==> config.mk <==
export PLATFORM = sky130hd
export DESIGN_NAME = ccm_regs
export DESIGN_NICKNAME = d
export VERILOG_FILES = /design/src/hdl/ccm_regs.v /design/src/hdl/ccm_ee_reader.v
export VERILOG_INCLUDE_DIRS = /design/src /design/src/hdl
export SDC_FILE = /design/constraint.sdc
export NUM_CORES = 1
export LEC_CHECK = 0
export BUFFER_PORTS_ARGS = -buffer_cell sky130_fd_sc_hd__buf_2
export CORE_ASPECT_RATIO = 0.75
export CORE_UTILIZATION = 43
export CTS_CLUSTER_DIAMETER = 40
export DETAILED_ROUTE_END_ITERATION = 8
export GPL_TIMING_DRIVEN = 0
export RECOVER_POWER = 50
export SLEW_MARGIN = 20
export SYNTH_ARGS = -nofsm -noshare
export SYNTH_HDL_FRONTEND = slang
export SYNTH_SLANG_ARGS = --single-unit
==> constraint.sdc <==
create_clock -name i_clk -period 10.2 [get_ports i_clk]
set_input_delay 2.04 -clock i_clk [delete_from_list [all_inputs] [get_ports i_clk]]
set_output_delay 2.04 -clock i_clk [all_outputs]
set_load 0.01 [all_outputs]
==> src/hdl/ccm_map.vh <==
// register map, field positions, reset values and timing counts of the
// chip configuration and station address register bank.
// assumes a 250 MHz system clock and a three-wire serial eeprom of 16-bit words.
`ifndef CCM_MAP_VH
`define CCM_MAP_VH

// byte offsets of the 16-bit registers
`define CCM_OFF_CHIP_CFG 8'h08
`define CCM_OFF_MAC_LOW 8'h10
`define CCM_OFF_MAC_MID 8'h12
`define CCM_OFF_MAC_HIGH 8'h14
`define CCM_OFF_PHY_RST 8'hD8
`define CCM_OFF_PHY_BCTL 8'hE4
`define CCM_OFF_PHY_BSTS 8'hE6
`define CCM_OFF_PHY_IDL 8'hE8
`define CCM_OFF_PHY_IDH 8'hEA
`define CCM_OFF_ANEG_ADV 8'hEC
`define CCM_OFF_ANEG_LP 8'hEE
`define CCM_OFF_PHY_SPEC 8'hF4
`define CCM_OFF_PORT_CTL 8'hF6
`define CCM_OFF_PORT_STS 8'hF8

// reset values
`define CCM_RST_PHY_RST 16'h0000
`define CCM_RST_PHY_BCTL 16'h3120
`define CCM_RST_PHY_BSTS 16'h7808
`define CCM_RST_ANEG_ADV 16'h05E1
`define CCM_RST_ANEG_LP 16'h0001
`define CCM_RST_PHY_SPEC 16'h0000
`define CCM_RST_PORT_CTL 16'h00FF
`define CCM_RST_PORT_STS 16'h8080
`define CCM_RST_MAC 16'h0000

// chip configuration field positions
`define CCM_CFG_BIT_EEPROM 9
`define CCM_CFG_BIT_SPI 8
`define CCM_CFG_BIT_PKG32 0

// eeprom word addresses of the station address
`define CCM_EE_WORD_LOW 6'h01
`define CCM_EE_WORD_MID 6'h02
`define CCM_EE_WORD_HIGH 6'h03

// eeprom read command: start bit and read opcode, then six address bits
`define CCM_EE_CMD_READ 3'h6
`define CCM_EE_CMD_BITS 5'h09
`define CCM_EE_LAST_BIT 5'h19

// eeprom serial clock half period, a least time rounded up to cycles
`define CCM_CLK_MHZ 250
`define CCM_EE_HALF_NS 500
`define CCM_EE_HALF_CYC ((`CCM_EE_HALF_NS * `CCM_CLK_MHZ + 999) / 1000)

`endif

==> src/hdl/ccm_regs.v <==
// chip configuration and station address register bank with eeprom load.
// assumes the serial host front end presents dword accesses with byte enables
// as single-cycle strobes on i_clk; the eeprom data pin is external and async.
//
// Notes on behaviour
// - every bit keeps its access type: read-only ignores writes, read/write stores.
// - chip configuration is read-only and shows strap and bonding, not software.
// - the eeprom data pin level is caught into configuration bit 9 after reset.
// - configuration bit 8 reads 1 because the host interface is serial peripheral.
// - configuration bit 0 reads 1 for the 32-pin package variant.
// - with an eeprom present, reset fills the address registers from word 1 on.
// - words 1, 2 and 3 load the low, middle and high address registers.
// - software access to the address registers never writes the eeprom.
// - the low address register is a 16-bit read/write least significant word.
// - each 16-bit register has its low byte at the even and high byte at the odd offset.
// - middle and high address registers are 16-bit read/write words.
`include "ccm_map.vh"
`default_nettype none

module ccm_regs #(
   parameter SPI_HOST = 1'b1,
   parameter PKG_32PIN = 1'b1,
   // arbitrary identifier values
   parameter [15:0] PHY_ID_LOW = 16'hA5A5,
   parameter [15:0] PHY_ID_HIGH = 16'h5A5A
) (
   input wire i_clk,
   input wire i_resetn,
   input wire [7:0] i_reg_addr,
   input wire [3:0] i_reg_be,
   input wire i_reg_wr,
   input wire i_reg_rd,
   input wire [31:0] i_reg_wdata,
   output reg [31:0] o_reg_rdata,
   output reg o_reg_rvalid,
   input wire i_eeprom_data_pin,
   output reg o_eeprom_data_pin,
   output reg o_eeprom_data_oe,
   output reg o_eeprom_sk,
   output reg o_eeprom_cs,
   output reg o_load_busy
);

   localparam [2:0] ST_STRAP = 3'h0;
   localparam [2:0] ST_START = 3'h1;
   localparam [2:0] ST_WAIT = 3'h2;
   localparam [2:0] ST_IDLE = 3'h3;

   reg rst_ff1;
   reg rst_ff2;
   wire rstn;
   reg pin_ff1;
   reg pin_ff2;
   reg pin_ff3;
   reg ee_present;
   reg [2:0] state;
   reg [1:0] word_sel;
   reg [15:0] station_address_low;
   reg [15:0] station_address_middle;
   reg [15:0] station_address_high;
   reg [15:0] phy_reset_control;
   reg [15:0] phy_basic_control;
   reg [15:0] autoneg_advertisement;
   reg [15:0] phy_special_control_cable_test;
   reg [15:0] port_control;
   reg [15:0] chip_configuration;
   reg [5:0] ee_addr;
   wire ee_start;
   wire ee_busy;
   wire ee_done;
   wire [15:0] ee_data;
   wire ee_cs;
   wire ee_sk;
   wire ee_dout;
   wire ee_oe;
   wire [15:0] lo_half;
   wire [15:0] hi_half;
   wire [1:0] lo_be;
   wire [1:0] hi_be;

   // reset release through two flip-flops
   always @(posedge i_clk or negedge i_resetn)
   begin
      if (!i_resetn)
      begin
         rst_ff1 <= 1'b0;
         rst_ff2 <= 1'b0;
      end
      else
      begin
         rst_ff1 <= 1'b1;
         rst_ff2 <= rst_ff1;
      end
   end
   assign rstn = rst_ff2;

   // eeprom data pin synchroniser, cleared during the reset hold and filled after it; the strap waits for two equal samples
   always @(posedge i_clk or negedge i_resetn)
   begin
      if (!i_resetn)
      begin
         pin_ff1 <= 1'b0;
         pin_ff2 <= 1'b0;
         pin_ff3 <= 1'b0;
      end
      else
      begin
         pin_ff1 <= i_eeprom_data_pin;
         pin_ff2 <= pin_ff1;
         pin_ff3 <= pin_ff2;
      end
   end

   // strap capture and load sequence
   always @(posedge i_clk or negedge rstn)
   begin
      if (!rstn)
      begin
         state <= ST_STRAP;
         ee_present <= 1'b0;
         word_sel <= 2'h0;
         ee_addr <= 6'h00;
         o_load_busy <= 1'b1;
      end
      else
      begin
         case (state)
            ST_STRAP:
            begin
               if (pin_ff2 == pin_ff3)
               begin
                  ee_present <= pin_ff3;
                  if (pin_ff3)
                  begin
                     state <= ST_START;
                     ee_addr <= `CCM_EE_WORD_LOW;
                     word_sel <= 2'h0;
                  end
                  else
                  begin
                     state <= ST_IDLE;
                     o_load_busy <= 1'b0;
                  end
               end
            end
            ST_START:
               state <= ST_WAIT;
            ST_WAIT:
            begin
               if (ee_done)
               begin
                  if (word_sel == 2'h2)
                  begin
                     state <= ST_IDLE;
                     o_load_busy <= 1'b0;
                  end
                  else
                  begin
                     word_sel <= word_sel + 2'h1;
                     ee_addr <= ee_addr + 6'h01;
                     state <= ST_START;
                  end
               end
            end
            ST_IDLE:
               state <= ST_IDLE;
            default:
               state <= ST_IDLE;
         endcase
      end
   end

   assign ee_start = (state == ST_START) && !ee_busy;

   // the eeprom is only ever read, so software traffic cannot alter its contents
   ccm_ee_reader u_reader (
      .i_clk(i_clk),
      .i_rstn(rstn),
      .i_start(ee_start),
      .i_addr(ee_addr),
      .i_ee_din(pin_ff3),
      .o_busy(ee_busy),
      .o_done(ee_done),
      .o_data(ee_data),
      .o_ee_cs(ee_cs),
      .o_ee_sk(ee_sk),
      .o_ee_dout(ee_dout),
      .o_ee_oe(ee_oe)
   );

   always @(posedge i_clk or negedge rstn)
   begin
      if (!rstn)
      begin
         o_eeprom_data_pin <= 1'b0;
         o_eeprom_data_oe <= 1'b0;
         o_eeprom_sk <= 1'b0;
         o_eeprom_cs <= 1'b0;
      end
      else
      begin
         o_eeprom_data_pin <= ee_dout;
         o_eeprom_data_oe <= ee_oe;
         o_eeprom_sk <= ee_sk;
         o_eeprom_cs <= ee_cs;
      end
   end

   // byte lanes: the even 16-bit register sits in bits 15:0, the odd one in 31:16
   assign lo_half = i_reg_wdata[15:0];
   assign hi_half = i_reg_wdata[31:16];
   assign lo_be = i_reg_be[1:0];
   assign hi_be = i_reg_be[3:2];

   function [15:0] merge;
      input [15:0] old;
      input [7:0] off;
      input [7:0] addr;
      input [1:0] lbe;
      input [1:0] hbe;
      input [15:0] ldat;
      input [15:0] hdat;
      reg [1:0] be;
      reg [15:0] dat;
      begin
         be = off[1] ? hbe : lbe;
         dat = off[1] ? hdat : ldat;
         if (addr[7:2] != off[7:2])
            be = 2'b00;
         merge = {be[1] ? dat[15:8] : old[15:8], be[0] ? dat[7:0] : old[7:0]};
      end
   endfunction

   // read/write registers; a load completion in the same cycle as a write wins
   always @(posedge i_clk or negedge rstn)
   begin
      if (!rstn)
      begin
         station_address_low <= `CCM_RST_MAC;
         station_address_middle <= `CCM_RST_MAC;
         station_address_high <= `CCM_RST_MAC;
         phy_reset_control <= `CCM_RST_PHY_RST;
         phy_basic_control <= `CCM_RST_PHY_BCTL;
         autoneg_advertisement <= `CCM_RST_ANEG_ADV;
         phy_special_control_cable_test <= `CCM_RST_PHY_SPEC;
         port_control <= `CCM_RST_PORT_CTL;
      end
      else
      begin
         if (i_reg_wr)
         begin
            station_address_low <= merge(station_address_low, `CCM_OFF_MAC_LOW,
               i_reg_addr, lo_be, hi_be, lo_half, hi_half);
            station_address_middle <= merge(station_address_middle, `CCM_OFF_MAC_MID,
               i_reg_addr, lo_be, hi_be, lo_half, hi_half);
            station_address_high <= merge(station_address_high, `CCM_OFF_MAC_HIGH,
               i_reg_addr, lo_be, hi_be, lo_half, hi_half);
            phy_reset_control <= merge(phy_reset_control, `CCM_OFF_PHY_RST,
               i_reg_addr, lo_be, hi_be, lo_half, hi_half);
            phy_basic_control <= merge(phy_basic_control, `CCM_OFF_PHY_BCTL,
               i_reg_addr, lo_be, hi_be, lo_half, hi_half);
            autoneg_advertisement <= merge(autoneg_advertisement, `CCM_OFF_ANEG_ADV,
               i_reg_addr, lo_be, hi_be, lo_half, hi_half);
            phy_special_control_cable_test <= merge(phy_special_control_cable_test,
               `CCM_OFF_PHY_SPEC, i_reg_addr, lo_be, hi_be, lo_half, hi_half);
            port_control <= merge(port_control, `CCM_OFF_PORT_CTL,
               i_reg_addr, lo_be, hi_be, lo_half, hi_half);
         end
         if (ee_done && state == ST_WAIT)
         begin
            case (word_sel)
               2'h0: station_address_low <= ee_data;
               2'h1: station_address_middle <= ee_data;
               2'h2: station_address_high <= ee_data;
               default: station_address_high <= station_address_high;
            endcase
         end
      end
   end

   // configuration word: read-only, fed only by straps and bonding
   always @*
   begin
      chip_configuration = 16'h0000;
      chip_configuration[`CCM_CFG_BIT_EEPROM] = ee_present;
      chip_configuration[`CCM_CFG_BIT_SPI] = SPI_HOST;
      chip_configuration[`CCM_CFG_BIT_PKG32] = PKG_32PIN;
   end

   function [15:0] rd16;
      input [7:0] off;
      begin
         case (off)
            `CCM_OFF_CHIP_CFG: rd16 = chip_configuration;
            `CCM_OFF_MAC_LOW: rd16 = station_address_low;
            `CCM_OFF_MAC_MID: rd16 = station_address_middle;
            `CCM_OFF_MAC_HIGH: rd16 = station_address_high;
            `CCM_OFF_PHY_RST: rd16 = phy_reset_control;
            `CCM_OFF_PHY_BCTL: rd16 = phy_basic_control;
            `CCM_OFF_PHY_BSTS: rd16 = `CCM_RST_PHY_BSTS;
            `CCM_OFF_PHY_IDL: rd16 = PHY_ID_LOW;
            `CCM_OFF_PHY_IDH: rd16 = PHY_ID_HIGH;
            `CCM_OFF_ANEG_ADV: rd16 = autoneg_advertisement;
            `CCM_OFF_ANEG_LP: rd16 = `CCM_RST_ANEG_LP;
            `CCM_OFF_PHY_SPEC: rd16 = phy_special_control_cable_test;
            `CCM_OFF_PORT_CTL: rd16 = port_control;
            `CCM_OFF_PORT_STS: rd16 = `CCM_RST_PORT_STS;
            default: rd16 = 16'h0000;
         endcase
      end
   endfunction

   // read answer one cycle after the strobe; disabled byte lanes read zero
   always @(posedge i_clk or negedge rstn)
   begin
      if (!rstn)
      begin
         o_reg_rdata <= 32'h00000000;
         o_reg_rvalid <= 1'b0;
      end
      else
      begin
         o_reg_rvalid <= i_reg_rd;
         if (i_reg_rd)
         begin
            o_reg_rdata[15:0] <= rd16({i_reg_addr[7:2], 2'b00}) &
               {{8{i_reg_be[1]}}, {8{i_reg_be[0]}}};
            o_reg_rdata[31:16] <= rd16({i_reg_addr[7:2], 2'b10}) &
               {{8{i_reg_be[3]}}, {8{i_reg_be[2]}}};
         end
      end
   end

endmodule // ccm_regs

`default_nettype wire

==> src/hdl/ccm_ee_reader.v <==
// reads one 16-bit word from a three-wire serial eeprom.
// assumes i_ee_din is already synchronised to i_clk and reset is synchronous-released.
`include "ccm_map.vh"
`default_nettype none

module ccm_ee_reader (
   input wire i_clk,
   input wire i_rstn,
   input wire i_start,
   input wire [5:0] i_addr,
   input wire i_ee_din,
   output reg o_busy,
   output reg o_done,
   output reg [15:0] o_data,
   output reg o_ee_cs,
   output reg o_ee_sk,
   output reg o_ee_dout,
   output reg o_ee_oe
);

   localparam integer HALF_CYC = `CCM_EE_HALF_CYC;
   localparam [7:0] HALF = HALF_CYC[7:0];
   localparam [4:0] LAST = `CCM_EE_LAST_BIT;
   localparam [4:0] NCMD = `CCM_EE_CMD_BITS;

   reg [7:0] tick;
   reg [4:0] idx;
   reg [8:0] cmd;
   wire tick_end;

   assign tick_end = (tick == HALF - 8'h01);

   always @(posedge i_clk or negedge i_rstn)
   begin
      if (!i_rstn)
      begin
         o_busy <= 1'b0;
         o_done <= 1'b0;
         o_data <= 16'h0000;
         o_ee_cs <= 1'b0;
         o_ee_sk <= 1'b0;
         o_ee_dout <= 1'b0;
         o_ee_oe <= 1'b0;
         tick <= 8'h00;
         idx <= 5'h00;
         cmd <= 9'h000;
      end
      else
      begin
         o_done <= 1'b0;
         if (!o_busy)
         begin
            if (i_start)
            begin
               o_busy <= 1'b1;
               o_ee_cs <= 1'b1;
               o_ee_oe <= 1'b1;
               cmd <= {`CCM_EE_CMD_READ, i_addr};
               o_ee_dout <= 1'b1;
               tick <= 8'h00;
               idx <= 5'h00;
            end
         end
         else if (!tick_end)
            tick <= tick + 8'h01;
         else
         begin
            tick <= 8'h00;
            if (!o_ee_sk)
            begin
               // data is sampled just before the rising edge; bit 9 is the dummy zero
               if (idx > NCMD)
                  o_data <= {o_data[14:0], i_ee_din};
               o_ee_sk <= 1'b1;
            end
            else
            begin
               o_ee_sk <= 1'b0;
               if (idx == LAST)
               begin
                  o_busy <= 1'b0;
                  o_done <= 1'b1;
                  o_ee_cs <= 1'b0;
                  o_ee_oe <= 1'b0;
                  o_ee_dout <= 1'b0;
               end
               else
               begin
                  idx <= idx + 5'h01;
                  cmd <= {cmd[7:0], 1'b0};
                  o_ee_dout <= cmd[7];
                  o_ee_oe <= (idx + 5'h01 < NCMD);
               end
            end
         end
      end
   end

endmodule // ccm_ee_reader

`default_nettype wire

==> impl_results.md, run 1 <==
- Io pins: 87
- Post-route setup TNS: 0 ns
- Count leader, synth: dfrtp_1
- Pin count of the biggest net entering global routing: 56
- Power per cell area: 179.1 mW/mm^2
- Final Total Pwr: 2254 uW
- Antenna violations before repair: 0
- Vias in the first global route: 7500
- Clock root cell: clkbuf_16
- CP Launch Point: rst_ff2
- Worst-margin pin slew: 3.004 ns
- Type of the worst min-delay path: reg -> async
- Worst skew pair latency: 0.57 ns
- Die X: 182.7 microns
- RSZ-0062 raised after global routing: false
- RD Place Congestion: 0.8836
- Syn nets: 927
- Syn_area_per_cell: 12.12 sq um
- Core Area: 0.02403 sq mm
- Max Buffers Root-to-Sink: 3
- Top post-synthesis cells by count: 206 x dfrtp_1, 136 x mux2_2, 63 x a21oi_1
- Resized cells post-CTS: 0
- Final min period: 5.689 ns
- Peak supply drop: 0.1311 mV
- Violated checks: capacitance limit, slew limit
- Via-per-instance ratio: 5.729
- GR Util All Layers: 23.75%
- Wire length per cell: 21.60 microns
- Fin crit share: 55.77%
- WS Path Type: reg -> async
- Endpoints failing setup: 0
- Buffers on Ports: 82
- Fmax: 175.8 MHz
- Worst setup SP type: flip-flop
- Filler cells: 2186
- Post-synth top area share: 48.93%
- Dominant synthesized flop cell: dfrtp_1
- Yosys top cell by area: dfrtp_1
- Total wire length: 29030 microns
- YS warnings: 0
- Ys async rst share: 100.0%
- GRT overflow: 0
- 1st-pass router iterations: 5
- Clk sink count: 225
- Hold-fix buffers at CTS: 0
- Vias: 7700
- Post-route cell area: 0.01259 sq mm
- #FFs+latches synth: 225
- Drt first-iter violations: 678
- Fin nets: 1046
- Setup Buffers After CTS: 0
- Max reg flops: 32
- Antenna cell count: 0
- First-pass GRT wire length: 45170 microns
- Leak pwr: 0.005676 uW
- CP Data Required Time: 10.20 ns
- R2r endpoint: phy_reset_control[2]
- Max-cap viol count: 3
- Synth Instances: 869
- CTS clk-pin slew, worst paths: 0.06 ns
- Die area: 0.02514 sq mm
- Critical path's most frequent cell: clkbuf_1
- Residual DRC: 0
- R2R setup slack: 4.51 ns
- Relative slew slack: -100.2%
- Crit path arrival time: 5.69 ns
- Crit. End Element: asynchronous set/reset pin
- Reg2reg start: rst_ff2
- CTS tree: yes
- EDFF count, synth: 0
- Critical Path Fanout Max: 53
- Layout cells sized above 1: 32.97%
- Worst path slowest cell: clkbuf_1
- Area delta synth->final: 19.47%
- Largest Register: o_reg_rdata
- Hold Vio Cnt, Final: 0
- Max-slew violations: 162
- Hold_ws: 0.2734 ns
- Crit-path cells: clkbuf_1 -> clkbuf_1
- Cell area after synthesis: 0.01054 sq mm
- Crit-path max cell delay: 2.25 ns
- Synth cell types: 64
- CTS H-tree lvls: 1
- Post-synthesis sequential area ratio: 53.67%
- Num CTS Buffers: 31
- Status: complete, but fails checks
- Synth area leaders: dfrtp_1 49%, mux2_2 15%, mux2i_1 5.1%
- Rows: 49
- Post-route ant nets: 0
- DIE HEIGHT: 137.6 microns
- Initial Util: 43.84%
- Clk_skew: 0.01676 ns
- Placed Area: 0.01151 sq mm
- Non-Filler Instances: 1344
- Cells after DPL: 1286
- HPWL Detailed: 19980 microns
- Worst Reg-to-Reg Cells: 2
## report_power, final
group | internal [uW] | total [uW] | switching (uW)
clock network | 739 | 1170 | 429
logic | 52.0 | 122 | 70.1
registers | 940 | 965 | 24.7
total | 1730 | 2250 | 523
## final cells by class
type                    count  area, sq um  share of cell area (%)
plain buffers              44        197.7                   1.571
clock buffers              36        824.5                   6.551
clock inverters            22        311.5                   2.475
inverters                  18        67.56                  0.5368
multi-input cells         582         4668                   37.09
flip-flops and latches    225         5654                   44.92
well taps                 331        414.1                   3.291
repair buffers             86        447.9                   3.559
## worst max-delay path, delay by kind of cell (launching register included)
family / cells / cell delay [ns]
buffers and inverters: 2 / 4.29
flip-flops: 1 / 0.76
## per-stage QoR
step / util (%) / setup slack, ns
finish: 52.37 / 4.511
global route: 52.37 / 3.349
detailed placement: 47.91 / 5.297
floorplan: - / 3.589
CTS: 52.63 / 5.831
global placement: 47.27 / 0.7764
## logic make-up (layout without fill, tap and decap cells)
kind of cell / Yosys count / after routing / share of synthesized area [%]
adders and majority gates: 9 / 9 / 1.069
xor gates and xnor gates: 11 / 11 / 0.9146
buffers and inverters: 62 / 206 / 2.518
and+or+nand+nor: 175 / 175 / 8.907
DFF: 225 / 225 / 53.67
AOI/OAI and AO/OA: 195 / 195 / 13.11
other: 1 / 1 / 0.03560
muxes: 191 / 191 / 19.77
## worst max-delay path by stage
stage | slack (ns) | depth (start not counted) | endpoint
2_1_floorplan | 3.59 | 0 | autoneg_advertisement[11]
3_5_place_dp | 5.30 | 7 | o_reg_rdata[12]
3_3_place_gp | 0.78 | 0 | o_reg_rdata[20]
4_1_cts | 5.83 | 7 | o_reg_rdata[9]
6_report | 4.51 | 2 | phy_reset_control[2]
5_1_grt | 3.35 | 2 | phy_reset_control[6]
## routing by layer
layer / share of wire [%] / GRT usage [%]
met5: 0 / 0
met3: 6.6 / 4.679
met1: 50 / 37.10
met2: 42 / 33.10
met4: 2.1 / 6.162
## cell usage in the layout, fill, tap and decap left out, types with 16 or more instances in the layout
master,count
inv_1,16
nor2b_1,16
nand2_1,30
clkbuf_1,30
clkbuf_16,31
dfrtp_1,206
mux2i_1,54
nor2_1,49
mux2_2,136
nand3_1,16
a22oi_1,16
o2bb2ai_1,17
a221oi_1,19
a21oi_1,63
buf_2,98
dfstp_2,19
Power figures use the tool's default switching activity.
==> inputs of run 2 (changes only) <==
- ABC_AREA: not set -> 1
- clock period: 10.2 -> 5.1 ns (I/O delays scaled with it)
==> impl_results.md, run 2 <==
- Largest Register: o_reg_rdata
- Endpoints failing setup: 0 (unchanged)
- Relative slew slack: -3.955% (+96 points)
- Critical path's most frequent cell: nand2_1
- Total wire length: 28900 microns (-0.43%)
- Vias in the first global route: 8234 (+9.8%)
- Crit. End Element: flip-flop
- Die area: 0.02511 sq mm (about the same)
- Die X: 182.7 microns (about the same)
- Sequential share of power: 42.6% (-0.2 points)
- GR Util All Layers: 23.86% (+0.11 points)
- Dpl ws: 2.183 ns (-3.114 ns)
- Synth Instances: 1279 (+47%)
- Fin nets: 1459 (+39%)
- GRT overflow: 0 (unchanged)
- First-pass GRT wire length: 46180 microns (+2.2%)
- Hold-fix buffers at CTS: 0 (unchanged)
- Final setup margin: 2.650 ns (-1.861 ns)
- Max reg flops: 32 (unchanged)
- R2r endpoint: u_reader.o_data[6]
- Synth cell types: 39 (-39%)
- Internal power: 3478 uW (+100%)
- Clk_skew: 0.02613 ns (+0.009378 ns)
- CTS H-tree lvls: 2 (+1)
- Post-synth top area share: 48.98% (about the same)
- CTS clk-pin slew, worst paths: 0.05 ns (about the same)
- Synth area leaders: dfrtp_1 49%, nand2_1 14%, o21ai_0 6.8%
- Hold_ws: 0.3482 ns (+0.07477 ns)
- Crit-path cells: buf_2 -> nand2_1 -> inv_1 -> nand3_4 -> clkbuf_1 -> nor2_1 -> nor2_1 -> nand2_1 -> nand2_1 -> nand2_1
- Switching share of power: 23.39% (+0.17 points)
- Max-slew violations: 32 (-80%)
- Net Sw Power: 1062 uW (+100%)
- Crit-path max cell delay: 0.62 ns (-1.63 ns)
- Drt first-iter violations: 719 (+6.0%)
- Antenna violations before repair: 0 (unchanged)
- Worst setup SP type: input pin
- Setup Buffers After CTS: 0 (unchanged)
- Final Total Pwr: 4539 uW (+100%)
- Vias: 8935 (+16%)
- DIE HEIGHT: 137.5 microns (about the same)
- Area delta synth->final: 19.82%
- WS Path Type: in -> reg
- Via-per-instance ratio: 5.085 (-11%)
- Max Buffers Root-to-Sink: 3 (unchanged)
- R2R setup slack: 3.03 ns (-1.48 ns)
- CP Data Required Time: 5.50 ns (-4.70 ns)
- Cells after DPL: 1696 (+32%)
- Wire length per cell: 16.45 microns (-24%)
- Cell area after synthesis: 0.01053 sq mm (about the same)
- Post-synthesis sequential area ratio: 53.72% (about the same)
- Resized cells post-CTS: 0 (unchanged)
- RD Place Congestion: 0.9035 (+2.3%)
- Residual DRC: 0 (unchanged)
- Status: complete, but fails checks
- Syn_area_per_cell: 8.229 sq um (-32%)
- Yosys top cell by area: dfrtp_1
- Logic pwr share: 5.2% (-0.2 points)
- CTS tree: yes
- Fin crit share: 48.04%
- Hold Vio Cnt, Final: 0 (unchanged)
- Final min period: 2.450 ns
- Power per cell area: 360.0 mW/mm^2 (+100%)
- Violated checks: capacitance limit, slew limit
- Most frequent cells in the layout: 380 x nand2_1, 206 x dfrtp_1, 143 x o21ai_0
- RSZ-0062 raised after global routing: false
- Clock root cell: clkbuf_16
- #FFs+latches synth: 225 (unchanged)
- Worst Reg-to-Reg Cells: 10 (+8)
- Fmax: 408.2 MHz
- Worst-margin pin slew: 1.559 ns (-1.444 ns)
- Antenna cell count: 0 (unchanged)
- Ys async rst share: 100.0% (unchanged)
- Dominant synthesized flop cell: dfrtp_1
- Non-Filler Instances: 1757 (+31%)
- Type of the worst min-delay path: in -> async
- HPWL Detailed: 21530 microns (+7.8%)
- Buffers on Ports: 82 (unchanged)
- Worst path slowest cell: clkbuf_1
- Critical Path Fanout Max: 10 (-81%)
- YS warnings: 0 (unchanged)
- Count leader, synth: nand2_1
- Reg2reg start: u_reader.tick[0]
- Worst skew pair latency: 0.51 ns (-0.06 ns)
- Most common cell after layout, fill and taps aside: nand2_1
- Num CTS Buffers: 34 (+9.7%)
- Core Area: 0.02397 sq mm (-0.26%)
- Clock power share: 52.1% (+0.3 points)
- Initial Util: 43.91% (+0.070 points)
- Leak pwr: 0.006212 uW (+9.4%)
- Rows: 49 (unchanged)
- Syn nets: 1337 (+44%)
- Peak supply drop: 0.2220 mV (+69%)
- EDFF count, synth: 0 (unchanged)
- Crit path arrival time: 2.85 ns (-2.84 ns)
- Max-cap viol count: 1 (-2)
- Layout cells sized above 1: 14.94% (-18 points)
- Io pins: 87 (unchanged)
- Top post-synthesis cells by count: 379 x nand2_1, 206 x dfrtp_1, 143 x o21ai_0
- 1st-pass router iterations: 5 (unchanged)
- Clk sink count: 225 (unchanged)
- Post-route ant nets: 0 (unchanged)
- Pin count of the biggest net entering global routing: 50 (-11%)
==> run 2: cell count changes after synthesis, moves of 19 or more <==
cell and change:
nor2_1 +75, mux2i_1 -49, o21ai_0 +131, a21oi_1 -52, inv_1 +90, nand3_1 +74, o22ai_1 +33, a221oi_1 -19
nand2_1 +349, mux2_2 -134, o21ai_1 +37
==> run 2: cell families after synthesis <==
logic type               after synthesis  share of synthesized area (%)
AND/OR/NAND/NOR                      627                          24.92
AO/OA/AOI/OAI                        231                          11.70
flip-flops                           225                          53.72
buffers and inverters                160                          6.098
multiplexers                          15                          1.545
XOR/XNOR                              11                         0.9153
adder cells (fa/ha/maj)                9                          1.070
other                                  1                        0.03563
==> run 2: metal layers <==
layer  up-vias  track usage (%)  wire, microns
li1       4378                -              -
met1      4246            37.52          14780
met2       271            33.55          11790
met3        40            4.256           1839
met4         0            5.649            492
met5         -                0              0
==> run 2: how the worst max path moves through the flow <==
stage | from | end | cells past startpoint | slack (ns)
floorplan | rst_ff2 | autoneg_advertisement[11] | 0 | 1.47
global placement | rst_ff2 | o_reg_rdata[7] | 0 | -0.08
detailed placement | i_reg_addr[6] | o_reg_rdata[14] | 10 | 2.18
CTS | i_reg_addr[6] | o_reg_rdata[14] | 10 | 2.71
global route | i_reg_addr[6] | o_reg_rdata[14] | 10 | 2.54
finish | i_reg_addr[6] | o_reg_rdata[14] | 10 | 2.65
==> run 2: critical path: cells and delay by family <==
family | cells | cell delay, ns
and+or+nand+nor | 7 | 0.93
buffers and inverters | 3 | 0.91
==> run 2: metrics by stage <==
stage               utilization [%]  TNS [ns]  area, sq um
finish                        52.61         0        12610
global route                  52.61         0        12610
CTS                           52.67         0        12630
detailed placement            47.82         0        11460
global placement              47.35    -12.49        11350
floorplan                         -         0        10530
==> run 2: area by class of cell <==
class                   instances  area (sq um)
clock inverters                16         176.4
plain buffers                  47         216.5
multi-input cells             894          4219
repair buffers                 86         519.2
fillers                      2344         11360
flip-flops and latches        225          5654
clock buffers                  45         985.9
inverters                     113         425.4
well taps                     331         414.1
==> run 2: power by group through the flow <==
stage / logic [uW] / clock network (uW) / registers [uW]
2_1_floorplan: 125 / 0 / 1970
3_3_place_gp: 191 / 0 / 1990
3_5_place_dp: 238 / 0 / 1960
4_1_cts: 239 / 2410 / 1930
5_1_grt: 270 / 2480 / 1950
6_report: 237 / 2370 / 1940
